### src/shared/dbr_pkg.sv
// Functional notes
// - Registers are bytes within a 32-location address space.
// - Host gives start address in command byte; counter steps per byte.
// - Auto-increment stops once the command's count of registers is transferred.
// - Writes leave read-only bits unchanged; counter still steps past them.
// - Counter wraps from last implemented register back to address zero.
// - Both banks are readable and writable at any time.
// - Clear-on-access bits read current value, then clear on read or write.
// - Mirrored bank-B bits return the bank-A value, no separate storage.
// - Synthesiser unlock status is live, same in both banks.
// - Low-supply flag latches until any access of its register clears it.
// - Strobe oscillator enable writable only via bank A; bank B mirrors it.
// - Strength register returns the captured converter word, bank independent.
// - Bank indicator bit reads 1 for bank A active, 0 for bank B.
package dbr_pkg;

    // ----------------------------------------------------------------
    // Address map
    // ----------------------------------------------------------------
    localparam int         ADDR_W       = 5;
    localparam int         ADDR_SPACE   = 32;
    localparam int         REG_COUNT    = 4;
    localparam logic [4:0] OFS_FIRST    = 5'h00;
    localparam logic [4:0] OFS_BAND_A   = 5'h00;
    localparam logic [4:0] OFS_MODE_A   = 5'h01;
    localparam logic [4:0] OFS_FILTER_A = 5'h02;
    localparam logic [4:0] OFS_GAIN_A   = 5'h03;
    localparam logic [4:0] OFS_STRENGTH = 5'h0C;
    localparam logic [4:0] OFS_BAND_B   = 5'h0D;
    localparam logic [4:0] OFS_MODE_B   = 5'h0E;
    localparam logic [4:0] OFS_FILTER_B = 5'h0F;
    localparam logic [4:0] OFS_GAIN_B   = 5'h10;
    localparam logic [4:0] OFS_LAST     = 5'h10;

    // ----------------------------------------------------------------
    // Command byte layout
    // ----------------------------------------------------------------
    localparam int CMD_WRITE_BIT = 7;
    localparam int CMD_COUNT_HI  = 6;
    localparam int CMD_COUNT_LO  = 5;
    localparam int CMD_ADDR_HI   = 4;

    // ----------------------------------------------------------------
    // Register index within a bank, reset values and field positions
    // ----------------------------------------------------------------
    localparam logic [1:0] IDX_BAND   = 2'h0;
    localparam logic [1:0] IDX_MODE   = 2'h1;
    localparam logic [1:0] IDX_FILTER = 2'h2;
    localparam logic [1:0] IDX_GAIN   = 2'h3;

    localparam logic [3:0][7:0] RST_REGS = {8'h09, 8'h30, 8'h10, 8'h91};
    localparam logic            RST_LOWSUP = 1'h1;

    localparam int BIT_RESET  = 3;
    localparam int BIT_SOE    = 0;
    localparam int BIT_UNLOCK = 5;
    localparam int BIT_LOWSUP = 4;
    localparam int BIT_BANKS  = 0;

    // Bits with plain storage that a write may change, per bank
    localparam logic [3:0][7:0] WMASK_A = {8'hFE, 8'hCF, 8'hFF, 8'hFF};
    localparam logic [3:0][7:0] WMASK_B = {8'hFE, 8'hCF, 8'hFE, 8'hF7};

    localparam int SYNC_W = 10;

    typedef logic [7:0] dbr_byte_type;

    typedef enum logic {
        DBR_IDLE,
        DBR_BURST
    } dbr_state_type;

endpackage

### src/core/dbr_sync.sv
`timescale 1ns/1ps
module dbr_sync #(
    parameter int WIDTH = 1
) (
    input  wire logic             clk,
    input  wire logic             rst_b,
    input  wire logic [WIDTH-1:0] asyncIn,
    output logic      [WIDTH-1:0] syncOut_q
);

    logic [WIDTH-1:0] stage1_q;

    if (WIDTH < 1) begin : g_width_check
        $error("dbr_sync: WIDTH must be at least 1");
    end

    // ----------------------------------------------------------------
    // Two-stage synchroniser
    // ----------------------------------------------------------------
    always_ff @(posedge clk or negedge rst_b) begin
        if (!rst_b) begin
            stage1_q  <= '0;
            syncOut_q <= '0;
        end else begin
            stage1_q  <= asyncIn;
            syncOut_q <= stage1_q;
        end
    end

endmodule

### src/core/dbr_register_map.sv
`timescale 1ns/1ps
module dbr_register_map
    import dbr_pkg::*;
(
    input  wire logic         clk,
    input  wire logic         rst_b,
    input  wire logic         cmdValid,
    input  wire logic [7:0]   cmdByte,
    input  wire logic         byteValid,
    input  wire logic [7:0]   byteData,
    input  wire logic         bankAActive,
    input  wire logic         synthUnlockIn,
    input  wire logic         lowSupplyIn,
    input  wire logic [7:0]   strengthIn,
    output logic              rdValid_q,
    output dbr_byte_type      rdData_q,
    output logic              burstActive_q,
    output logic [ADDR_W-1:0] curAddr_q,
    output dbr_byte_type      bandSetup_q,
    output dbr_byte_type      modeSetup_q,
    output dbr_byte_type      filterSetup_q,
    output dbr_byte_type      gainControl_q,
    output logic              strobeOscEnable_q,
    output logic              lowSupplyLatched_q
);

    // ----------------------------------------------------------------
    // Declarations
    // ----------------------------------------------------------------
    dbr_state_type              state_q;
    logic                       writeDir_q;
    logic [2:0]                 remain_q;
    logic [ADDR_W-1:0]          addr_q;
    dbr_byte_type               regA_q [REG_COUNT];
    dbr_byte_type               regB_q [REG_COUNT];
    logic                       lowSup_q;
    logic [SYNC_W-1:0]          syncBus;
    logic                       unlockS;
    logic                       lowSupS;
    dbr_byte_type               strengthS;
    dbr_byte_type               strengthPrev_q;
    dbr_byte_type               strengthHold_q;
    logic                       accessStb;
    logic                       writeStb;
    logic                       readStb;
    logic                       lastByte;
    logic [1:0]                 accIdx;
    logic                       accIsA;
    logic                       accIsB;
    logic                       lowSupClear;

    if (ADDR_SPACE != (1 << ADDR_W) || OFS_LAST >= ADDR_SPACE) begin : g_map_check
        $error("dbr_register_map: address map does not fit the address space");
    end

    if (REG_COUNT != 4) begin : g_count_check
        $error("dbr_register_map: bank index logic serves exactly four registers");
    end

    if (WMASK_B[IDX_BAND][BIT_RESET] != 1'b0) begin : g_reset_bit_check
        $error("dbr_register_map: bank-B copy of the soft reset bit must stay read-only");
    end

    // ----------------------------------------------------------------
    // Pin synchronisers
    // ----------------------------------------------------------------
    dbr_sync #(
        .WIDTH (SYNC_W)
    ) u_sync (
        .clk       (clk),
        .rst_b     (rst_b),
        .asyncIn   ({synthUnlockIn, lowSupplyIn, strengthIn}),
        .syncOut_q (syncBus)
    );

    assign unlockS   = syncBus[9];
    assign lowSupS   = syncBus[8];

    // ----------------------------------------------------------------
    // Strength word capture
    // ----------------------------------------------------------------
    // Converter bits may settle on different edges;
    // a word is taken once two synchronised samples agree
    always_ff @(posedge clk or negedge rst_b) begin
        if (!rst_b) begin
            strengthPrev_q <= 8'h00;
        end else begin
            strengthPrev_q <= syncBus[7:0];
        end
    end

    always_ff @(posedge clk or negedge rst_b) begin
        if (!rst_b) begin
            strengthHold_q <= 8'h00;
        end else if (strengthPrev_q == syncBus[7:0]) begin
            strengthHold_q <= strengthPrev_q;
        end
    end

    assign strengthS = strengthHold_q;

    // ----------------------------------------------------------------
    // Address decode helpers
    // ----------------------------------------------------------------
    function automatic logic isBankA(input logic [ADDR_W-1:0] a);
        isBankA = (a <= OFS_GAIN_A);
    endfunction

    function automatic logic isBankB(input logic [ADDR_W-1:0] a);
        isBankB = (a >= OFS_BAND_B) && (a <= OFS_GAIN_B);
    endfunction

    function automatic logic [1:0] regIndex(input logic [ADDR_W-1:0] a);
        logic [ADDR_W-1:0] diff;
        diff = a - OFS_BAND_B;
        if (isBankB(a)) begin
            regIndex = diff[1:0];
        end else begin
            regIndex = a[1:0];
        end
    endfunction

    // Wrap after the last implemented location
    function automatic logic [ADDR_W-1:0] nextAddr(input logic [ADDR_W-1:0] a);
        if (a >= OFS_LAST) begin
            nextAddr = OFS_FIRST;
        end else begin
            nextAddr = a + 5'h01;
        end
    endfunction

    // ----------------------------------------------------------------
    // Read view of one location
    // ----------------------------------------------------------------
    function automatic dbr_byte_type readReg(input logic [ADDR_W-1:0] a);
        dbr_byte_type v;
        logic [1:0]   i;
        logic         inA;
        logic         inB;
        v   = 8'h00;
        i   = regIndex(a);
        inA = isBankA(a);
        inB = isBankB(a);
        if (inA) begin
            v = regA_q[i] & WMASK_A[i];
        end else if (inB) begin
            v = regB_q[i] & WMASK_B[i];
        end else if (a == OFS_STRENGTH) begin
            v = strengthS;
        end
        if ((inA || inB) && i == IDX_FILTER) begin
            v[BIT_UNLOCK] = unlockS;
            v[BIT_LOWSUP] = lowSup_q;
        end
        if ((inA || inB) && i == IDX_GAIN) begin
            v[BIT_BANKS] = bankAActive;
        end
        if (inB && i == IDX_MODE) begin
            v[BIT_SOE] = regA_q[IDX_MODE][BIT_SOE];
        end
        readReg = v;
    endfunction

    // ----------------------------------------------------------------
    // Access strobes
    // ----------------------------------------------------------------
    // A new command byte takes priority over a data byte in the same cycle
    assign accessStb   = (state_q == DBR_BURST) && byteValid && !cmdValid;
    assign writeStb    = accessStb && writeDir_q;
    assign readStb     = accessStb && !writeDir_q;
    assign lastByte    = (remain_q == 3'h1);
    assign accIdx      = regIndex(addr_q);
    assign accIsA      = isBankA(addr_q);
    assign accIsB      = isBankB(addr_q);
    assign lowSupClear = accessStb && (accIsA || accIsB) && (accIdx == IDX_FILTER);

    // ----------------------------------------------------------------
    // Burst sequencer
    // ----------------------------------------------------------------
    always_ff @(posedge clk or negedge rst_b) begin
        if (!rst_b) begin
            state_q    <= DBR_IDLE;
            writeDir_q <= 1'b0;
            remain_q   <= 3'h0;
            addr_q     <= OFS_FIRST;
        end else begin
            if (cmdValid) begin
                state_q    <= DBR_BURST;
                writeDir_q <= cmdByte[CMD_WRITE_BIT];
                remain_q   <= {1'b0, cmdByte[CMD_COUNT_HI:CMD_COUNT_LO]} + 3'h1;
                addr_q     <= cmdByte[CMD_ADDR_HI:0];
            end else if (accessStb) begin
                remain_q <= remain_q - 3'h1;
                if (lastByte) begin
                    state_q <= DBR_IDLE;
                end else begin
                    addr_q <= nextAddr(addr_q);
                end
            end
        end
    end

    // ----------------------------------------------------------------
    // Bank storage
    // ----------------------------------------------------------------
    always_ff @(posedge clk or negedge rst_b) begin
        if (!rst_b) begin
            for (int k = 0; k < REG_COUNT; k++) begin
                regA_q[k] <= RST_REGS[k];
                regB_q[k] <= RST_REGS[k];
            end
        end else if (writeStb) begin
            // Either bank, regardless of which is active
            if (accIsA) begin
                regA_q[accIdx] <= (regA_q[accIdx] & ~WMASK_A[accIdx]) | (byteData & WMASK_A[accIdx]);
            end else if (accIsB) begin
                regB_q[accIdx] <= (regB_q[accIdx] & ~WMASK_B[accIdx]) | (byteData & WMASK_B[accIdx]);
            end
        end
    end

    // ----------------------------------------------------------------
    // Latched low-supply flag, shared by both banks
    // ----------------------------------------------------------------
    // Set wins over a clear in the same cycle
    always_ff @(posedge clk or negedge rst_b) begin
        if (!rst_b) begin
            lowSup_q <= RST_LOWSUP;
        end else if (lowSupS) begin
            lowSup_q <= 1'b1;
        end else if (lowSupClear) begin
            lowSup_q <= 1'b0;
        end
    end

    // ----------------------------------------------------------------
    // Host read path
    // ----------------------------------------------------------------
    always_ff @(posedge clk or negedge rst_b) begin
        if (!rst_b) begin
            rdValid_q <= 1'b0;
        end else begin
            rdValid_q <= readStb;
        end
    end

    always_ff @(posedge clk or negedge rst_b) begin
        if (!rst_b) begin
            rdData_q <= 8'h00;
        end else if (readStb) begin
            rdData_q <= readReg(addr_q);
        end
    end

    always_ff @(posedge clk or negedge rst_b) begin
        if (!rst_b) begin
            burstActive_q <= 1'b0;
            curAddr_q     <= OFS_FIRST;
        end else begin
            burstActive_q <= (state_q == DBR_BURST);
            curAddr_q     <= addr_q;
        end
    end

    // ----------------------------------------------------------------
    // Active configuration towards the receiver
    // ----------------------------------------------------------------
    always_ff @(posedge clk or negedge rst_b) begin
        if (!rst_b) begin
            bandSetup_q        <= RST_REGS[IDX_BAND];
            modeSetup_q        <= RST_REGS[IDX_MODE];
            filterSetup_q      <= RST_REGS[IDX_FILTER];
            gainControl_q      <= RST_REGS[IDX_GAIN];
        end else begin
            if (bankAActive) begin
                bandSetup_q   <= readReg(OFS_BAND_A);
                modeSetup_q   <= readReg(OFS_MODE_A);
                filterSetup_q <= readReg(OFS_FILTER_A);
                gainControl_q <= readReg(OFS_GAIN_A);
            end else begin
                bandSetup_q   <= readReg(OFS_BAND_B);
                modeSetup_q   <= readReg(OFS_MODE_B);
                filterSetup_q <= readReg(OFS_FILTER_B);
                gainControl_q <= readReg(OFS_GAIN_B);
            end
        end
    end

    // ----------------------------------------------------------------
    // Mirrored single-bit outputs
    // ----------------------------------------------------------------
    always_ff @(posedge clk or negedge rst_b) begin
        if (!rst_b) begin
            strobeOscEnable_q  <= RST_REGS[IDX_MODE][BIT_SOE];
            lowSupplyLatched_q <= RST_LOWSUP;
        end else begin
            strobeOscEnable_q  <= regA_q[IDX_MODE][BIT_SOE];
            lowSupplyLatched_q <= lowSup_q;
        end
    end

endmodule

### config.mk
export PLATFORM = sky130hd
export DESIGN_NAME = dbr_register_map
export DESIGN_NICKNAME = d
export VERILOG_FILES = /design/src/shared/dbr_pkg.sv /design/src/core/dbr_sync.sv /design/src/core/dbr_register_map.sv
export SDC_FILE = /design/constraint.sdc
export NUM_CORES = 1
export LEC_CHECK = 0
export BUFFER_PORTS_ARGS = -buffer_cell sky130_fd_sc_hd__buf_2
export CORE_MARGIN = 5
export CORE_UTILIZATION = 45
export CTS_CLUSTER_SIZE = 28
export DETAILED_ROUTE_END_ITERATION = 12
export PLACE_DENSITY_LB_ADDON = 0.3
export SLEW_MARGIN = 20
export SYNTH_ARGS = -nofsm -noshare
export SYNTH_HDL_FRONTEND = slang
export SYNTH_SLANG_ARGS = --single-unit
### constraint.sdc
create_clock -name clk -period 2.9 [get_ports clk]
set_input_delay 0.58 -clock clk [delete_from_list [all_inputs] [get_ports clk]]
set_output_delay 0.58 -clock clk [all_outputs]
set_load 0.005 [all_outputs]
==> metrics.txt, run 1 <==
final setup skew 8.63 ps; std cell rows 44; Syn Nets 552; number of nets in the layout 632; initial antenna violation count 0; CTS root buffer clkbuf_16; RSZ-0062 raised after global routing no; # setup viols final 0; diodes inserted 0; Synth async-reset ratio 100%; total core area 14,500 um^2; GP Congestion 0.913; IO buf count 79; critical path endpoint regA_q[22]; P per Cell Area 858 nW/um^2; initial detailed-routing violation count 431; worst-case vdd ir drop 0.437 mV; max-cap check violation count 0; DRC violations left 0; routed len/inst 19.8 um; crit path launch addr_q[1]; final period utilization 92.8%; most frequent cell after synthesis dfrtp_1; DIE AREA 17,300 um^2; Max stage delay cell, worst path nor2b_2; synth warn 0; R2R Setup Slk 210 ps; Synth top area share 49.7%; post-route ant nets 0; CTS tree yes; cell type with the largest total area after synthesis dfrtp_1; FF+latch count, synth 156; Final TNS setup 0 ps; area delta synth->final 17.5%; vias per inst 5.64; Worst EP required 3210 ps; Post-Syn Area 6650 um^2; Setup Fix Bufs, Post-CTS 0; CTS Buf Count 17; crit path cell chain inv_1 -> ha_1 -> nand4bb_1 -> o21ai_2 -> a32o_2 -> nor2b_2 -> mux2_2; FMAX 371 MHz; count of cell types in the netlist 70; share of layout cells above drive strength 1 40.8%; status finished clean; Post-synth EDFFs 0; Worst-path clk slew 60 ps; GRT Total Usage 18.6%; largest net degree at the start of global routing 74; worst relative slew slack 47.8%; r2r endpoint regA_q[22]; CTS Hold Buffers Added 0; IO Pins 80; hpwl dp 10,600 um; crit path DAT 3000 ps; main flop type after synthesis dfrtp_1; slew of the pin with the lowest slew margin 783 ps; post-route minimum period 2690 ps; hold slack 191 ps; CTS Sinks 156; Commonest cells post-synth dfrtp_1, mux2_2, nand2_1; final max-slew violation count 0; Crit. End Element flop; H-tree depth 4; CP Class flop to flop; sequential element share of the synthesized area 59.2%; Routed Wire Length 15,700 um; ranking of synthesized cells by area dfrtp_1, mux2_2, dfstp_2; r2r startpoint addr_q[1]; Initial Util 45.7%; drt first pass iters 8; Clock Latency Late Sink 430 ps; die width 132 um; synthesized instance count 515; post-cts gate resize count 0; crit start category flop; Hold Crit Class input port to asynchronous set/reset pin; die height 132 um; vias in the first global route 4,652; R2R depth 7; Final Hold Vio Count 0; Max clock buf depth 2; CP Max Fanout 12; gr ovfl total 0; DR vias 4,464; Mean Syn Cell Area 12.9 um^2; Leak Pwr 3.67 nW; Slowest Stage Delay on Critical Path 520 ps; first-pass GRT wire length 25,600 um
## power by group
group	internal (mW)	switching, mW
clock	1.37	0.857
sequential	2.68	0.340
combinational	0.670	0.782
## cell usage in the layout, fill, tap and decap left out, drive strengths merged, types with 3 or more instances in the layout
master    count
bufinv        3
a221o         3
clkinv        5
dfstp        24
buf          94
dfrtp       132
a221oi        3
xor2          9
a21oi        32
o21ai        15
clkbuf       21
a222oi        3
o211ai        5
o22ai         4
nor3          5
nand4         5
inv           7
a211oi        7
mux2i        11
nor2b         4
a31oi         4
and2          6
nand3        12
mux2         83
nand2        32
clkinvlp      4
nor2         33
ha            6
## routing by layer
metal | share of wire [%] | vias up | wire length (um) | GRT usage (%)
li1 | - | 2017 | - | -
met1 | 43 | 2279 | 6760 | 23.7
met2 | 50 | 139 | 7780 | 30.4
met3 | 5.2 | 29 | 820 | 4.66
met4 | 2.1 | 0 | 326 | 7.37
met5 | 0 | - | 0 | 0
## registers in the layout, summed over array words and instances, names as in the netlist, 8 cells and up
name / cells
regA_q: 32
regB_q: 30
u_sync.stage1_q: 10
u_sync.syncOut_q: 10
bandSetup_q: 8
filterSetup_q: 8
gainControl_q: 8
modeSetup_q: 8
rdData_q: 8
strengthHold_q: 8
strengthPrev_q: 8
## how the worst min path moves through the flow
stage / from / end / slack (ps) / cells after the start
finish: rst_b / bandSetup_q[3] / 190 / 1
global route: rst_b / bandSetup_q[3] / 240 / 1
CTS: rst_b / bandSetup_q[3] / 210 / 1
detailed placement: u_sync.stage1_q[2] / u_sync.syncOut_q[2] / 330 / 0
global placement: u_sync.stage1_q[9] / u_sync.syncOut_q[9] / 330 / 0
floorplan: rst_b / addr_q[0] / 280 / 0
## worst max-delay path: cells and delay by family, from the launching register on
family,cells,cell delay [ps]
adder cells (fa/ha/maj),1,270
AND/OR/NAND/NOR,2,780
multiplexers,1,400
AO/OA/AOI/OAI,2,570
flip-flops,1,380
buffers and inverters,1,170
## cell families after synthesis
group / Yosys count / share of synthesized area (%)
AND/OR/NAND/NOR: 109 / 8.51
adder cells (fa/ha/maj): 6 / 1.13
buffers and inverters: 41 / 3.27
flip-flops: 156 / 59.2
AO/OA/AOI/OAI: 99 / 10.9
XOR/XNOR: 10 / 1.32
multiplexers: 94 / 15.7
## layout make-up
cell class,count,area [um^2]
Multi-Input combinational cell,318,2500
Tap cell,184,230
Inverter,8,30.0
Clock inverter,11,144
Clock buffer,21,450
Sequential cell,156,3930
Timing Repair Buffer,94,527
Fill cell,1240,6720
## stage by stage
stage / cell area (um^2) / setup slack, ps / utilization (%) / std cells / power [mW]
after global placement: 7220 / 355 / 49.7 / 760 / 4.44
final: 7810 / 208 / 53.8 / 792 / 6.70
after floorplan: 6650 / 423 / - / 515 / 3.90
after global routing: 7810 / 68.9 / 53.8 / 792 / 7.04
after detailed placement: 7220 / 291 / 49.7 / 760 / 4.49
after CTS: 7810 / 233 / 53.8 / 792 / 6.75
Note: power is estimated with default switching activity, not from simulation.
==> run 2, diff against run 1 <==
--- a/config.mk
+++ b/config.mk
@@ -5,6 +5,7 @@
 export SDC_FILE = /design/constraint.sdc
 export NUM_CORES = 1
 export LEC_CHECK = 0
+export ABC_AREA = 1
 export BUFFER_PORTS_ARGS = -buffer_cell sky130_fd_sc_hd__buf_2
 export CORE_MARGIN = 5
 export CORE_UTILIZATION = 45
==> run 2 against run 1 <==
- fmax grew 7.0%
- synthesized cell count grew 35%
- cell count grew 23%
- global-route usage grew 0.15 points
- worst setup slack gained 180 ps
- cell area grew 1.2%
- clock skew shrank 2.3 ps
- sequential power shrank 2%
- worst hold slack lost 120 ps
- register-to-register slack gained 180 ps
- routed wire length shrank 0.11%
- clock power grew 4%
- critical path type unchanged
- largest power group unchanged
==> metrics.txt, run 2 <==
CTS Hold Buffers Added 0 (unchanged); largest net degree at the start of global routing 58 (was 74); count of cell types in the netlist 42 (was 70); ranking of synthesized cells by area dfrtp_1, dfstp_2, nand2_1 (was dfrtp_1, mux2_2, dfstp_2); Post-Syn Area 6730 um^2 (was 6650 um^2); Synth top area share 49.5% (was 49.7%); Pint 4.65 mW (was 4.73 mW); crit start category flop (unchanged); post-cts gate resize count 0 (unchanged); post-route ant nets 0 (unchanged); DRC violations left 0 (unchanged); sequential element share of the synthesized area 59.3% (was 59.2%); H-tree depth 4 (unchanged); Final TNS setup 0 ps (unchanged); drt first pass iters 5 (was 8); Largest regs regA_q: 32 flops, regB_q: 32 flops (was regA_q: 32 flops, regB_q: 30 flops); FF+latch count, synth 158 (was 156); post-place setup slack 421 ps (was 291 ps); Clk pwr share 34.0% (was 33.2%); Worst EP required 3210 ps (about the same); sw power 2.14 mW (was 1.98 mW); worst relative slew slack 57.7% (was 47.8%); CP Max Fanout 13 (was 12); total core area 14,600 um^2 (was 14,500 um^2); CP Class flop to flop (unchanged); CTS tree yes (unchanged); die height 132 um (about the same); Worst-path clk slew 60 ps (about the same); Syn Nets 731 (was 552); CTS Buf Count 17 (unchanged); worst-case vdd ir drop 0.411 mV (was 0.437 mV); Commonest cells post-synth nand2_1, dfrtp_1, inv_1 (was dfrtp_1, mux2_2, nand2_1); initial detailed-routing violation count 568 (was 431); cell type with the largest total area after synthesis dfrtp_1 (unchanged); routed len/inst 16.1 um (was 19.8 um); initial antenna violation count 0 (unchanged); DIE AREA 17,500 um^2 (was 17,300 um^2); final setup skew 6.37 ps (was 8.63 ps); DR vias 4,985 (was 4,464); Routed Wire Length 15,700 um (about the same); crit path DAT 2820 ps (was 3000 ps); status finished clean (unchanged); die width 132 um (about the same); combinational fraction of design power 22.5% (was 21.7%); commonest cells after routing, fill and taps aside nand2_1, dfrtp_1, buf_2 (was dfrtp_1, mux2_2, buf_2); diodes inserted 0 (unchanged); main flop type after synthesis dfrtp_1 (unchanged); first-pass GRT wire length 26,200 um (was 25,600 um); Initial Util 46.1% (was 45.7%); most frequent cell after synthesis nand2_1 (was dfrtp_1); max-cap check violation count 0 (unchanged); vias in the first global route 5,032 (was 4,652); number of nets in the layout 811 (was 632); Clock Latency Late Sink 430 ps (about the same); std cell rows 44 (unchanged); Setup Fix Bufs, Post-CTS 0 (unchanged); Hold Crit Class input port to asynchronous set/reset pin (unchanged); # setup viols final 0 (unchanged); share of layout cells above drive strength 1 24.3% (was 40.8%); placed cell areas 7290 um^2 (was 7220 um^2); final max-slew violation count 0 (unchanged); Mean Syn Cell Area 9.69 um^2 (was 12.9 um^2); R2R Setup Slk 380 ps (was 210 ps); GRT Total Usage 18.7% (was 18.6%); vias per inst 5.13 (was 5.64); synth warn 0 (unchanged); Worst Setup Slack, final 383 ps (was 208 ps); Sw Ratio 31.5% (was 29.5%); GP Congestion 0.948 (was 0.913); r2r startpoint addr_q[0] (was addr_q[1]); RSZ-0062 raised after global routing no (unchanged); Final Hold Vio Count 0 (unchanged); IO Pins 80 (unchanged); CTS Sinks 158 (was 156); FMAX 397 MHz (was 371 MHz); Crit. End Element flop (unchanged); crit path launch addr_q[0] (was addr_q[1]); synthesized instance count 694 (was 515); hpwl dp 11,100 um (was 10,600 um); slew of the pin with the lowest slew margin 633 ps (was 783 ps); post-route minimum period 2520 ps (was 2690 ps); most common cell after layout, fill and taps aside nand2_1 (was dfrtp_1); Max clock buf depth 2 (unchanged); final period utilization 86.8% (was 92.8%); Post-synth EDFFs 0 (unchanged); Synth async-reset ratio 100% (unchanged); Leak Pwr 3.80 nW (was 3.67 nW); cell area after layout 7910 um^2 (was 7810 um^2); gr ovfl total 0 (unchanged); sequential share of power 43.5% (was 45.1%); CTS root buffer clkbuf_16 (unchanged); P per Cell Area 858 nW/um^2 (about the same); IO buf count 79 (unchanged); area delta synth->final 17.6% (was 17.5%)
[run 2: cell types whose count changed after synthesis, moves of 10 or more]
cell / change
nand2_1: +136
mux2_2: -75
inv_1: +64
o21ai_0: +42
o21ai_1: +39
a21oi_1: -13
nand3_1: +12
mux2i_1: -10
[run 2: path summary, 6_finish.rpt]
check                                      end  cells past startpoint
setup / recovery                    regA_q[16]                     13
hold / removal             u_sync.syncOut_q[4]                      1
setup reg to reg                    regA_q[16]                     13
hold reg to reg            u_sync.syncOut_q[4]                      0
max in group asynchronous           regA_q[24]                      2
min in group clk            u_sync.stage1_q[9]                      1
[run 2: power groups by stage]
stage,logic (mW),registers [mW],clock network (mW)
CTS,1.54,2.95,2.35
global placement,1.50,2.98,0
floorplan,1.04,2.93,0
detailed placement,1.52,2.99,0
global route,1.71,3.00,2.46
finish,1.52,2.95,2.31
[run 2: area by class of cell]
type | count | area, um^2
timing repair buffer | 94 | 527
sequential | 158 | 3990
multi-input combinational | 423 | 2250
fill | 1275 | 6680
inverter | 80 | 303
clock buffer | 20 | 457
tap | 184 | 230
clock inverter | 12 | 159
[run 2: logic make-up after synthesis]
| group | count (synthesis) | share of synthesized area [%] |
|---|---|---|
| muxes | 5 | 0.819 |
| AOI/OAI and AO/OA | 132 | 10.6 |
| xor gates and xnor gates | 10 | 1.30 |
| and+or+nand+nor | 270 | 19.6 |
| adders and majority gates | 6 | 1.12 |
| buffers and inverters | 113 | 7.33 |
| DFF | 158 | 59.3 |
[run 2: routing by layer]
| metal | global-route usage (%) | vias up | share of wire [%] |
|---|---|---|---|
| met5 | 0 | - | 0 |
| met4 | 7.30 | 0 | 2.5 |
| met3 | 4.39 | 33 | 5.6 |
| met2 | 28.9 | 163 | 48 |
| met1 | 25.7 | 2395 | 44 |
| li1 | - | 2394 | - |
[run 2: stage by stage]
stage | hold WS (ps) | power (mW) | cells | util, %
floorplan | 284 | 3.97 | 694 | -
global placement | 334 | 4.48 | 939 | 50.0
detailed placement | 335 | 4.51 | 939 | 50.0
CTS | 69.2 | 6.84 | 971 | 54.2
global route | 89.7 | 7.18 | 971 | 54.2
finish | 69.7 | 6.78 | 971 | 54.2
[run 2: critical path: stages (launching register included)]
cell,delay [ps]
dfrtp_1,530
inv_2,110
ha_1,220
nand2_1,60
inv_1,50
nand2_2,120
nand3_4,120
buf_4,210
nand2_4,90
nand2_8,90
nor2_8,220
buf_4,190
mux2i_1,270
o21ai_1,100
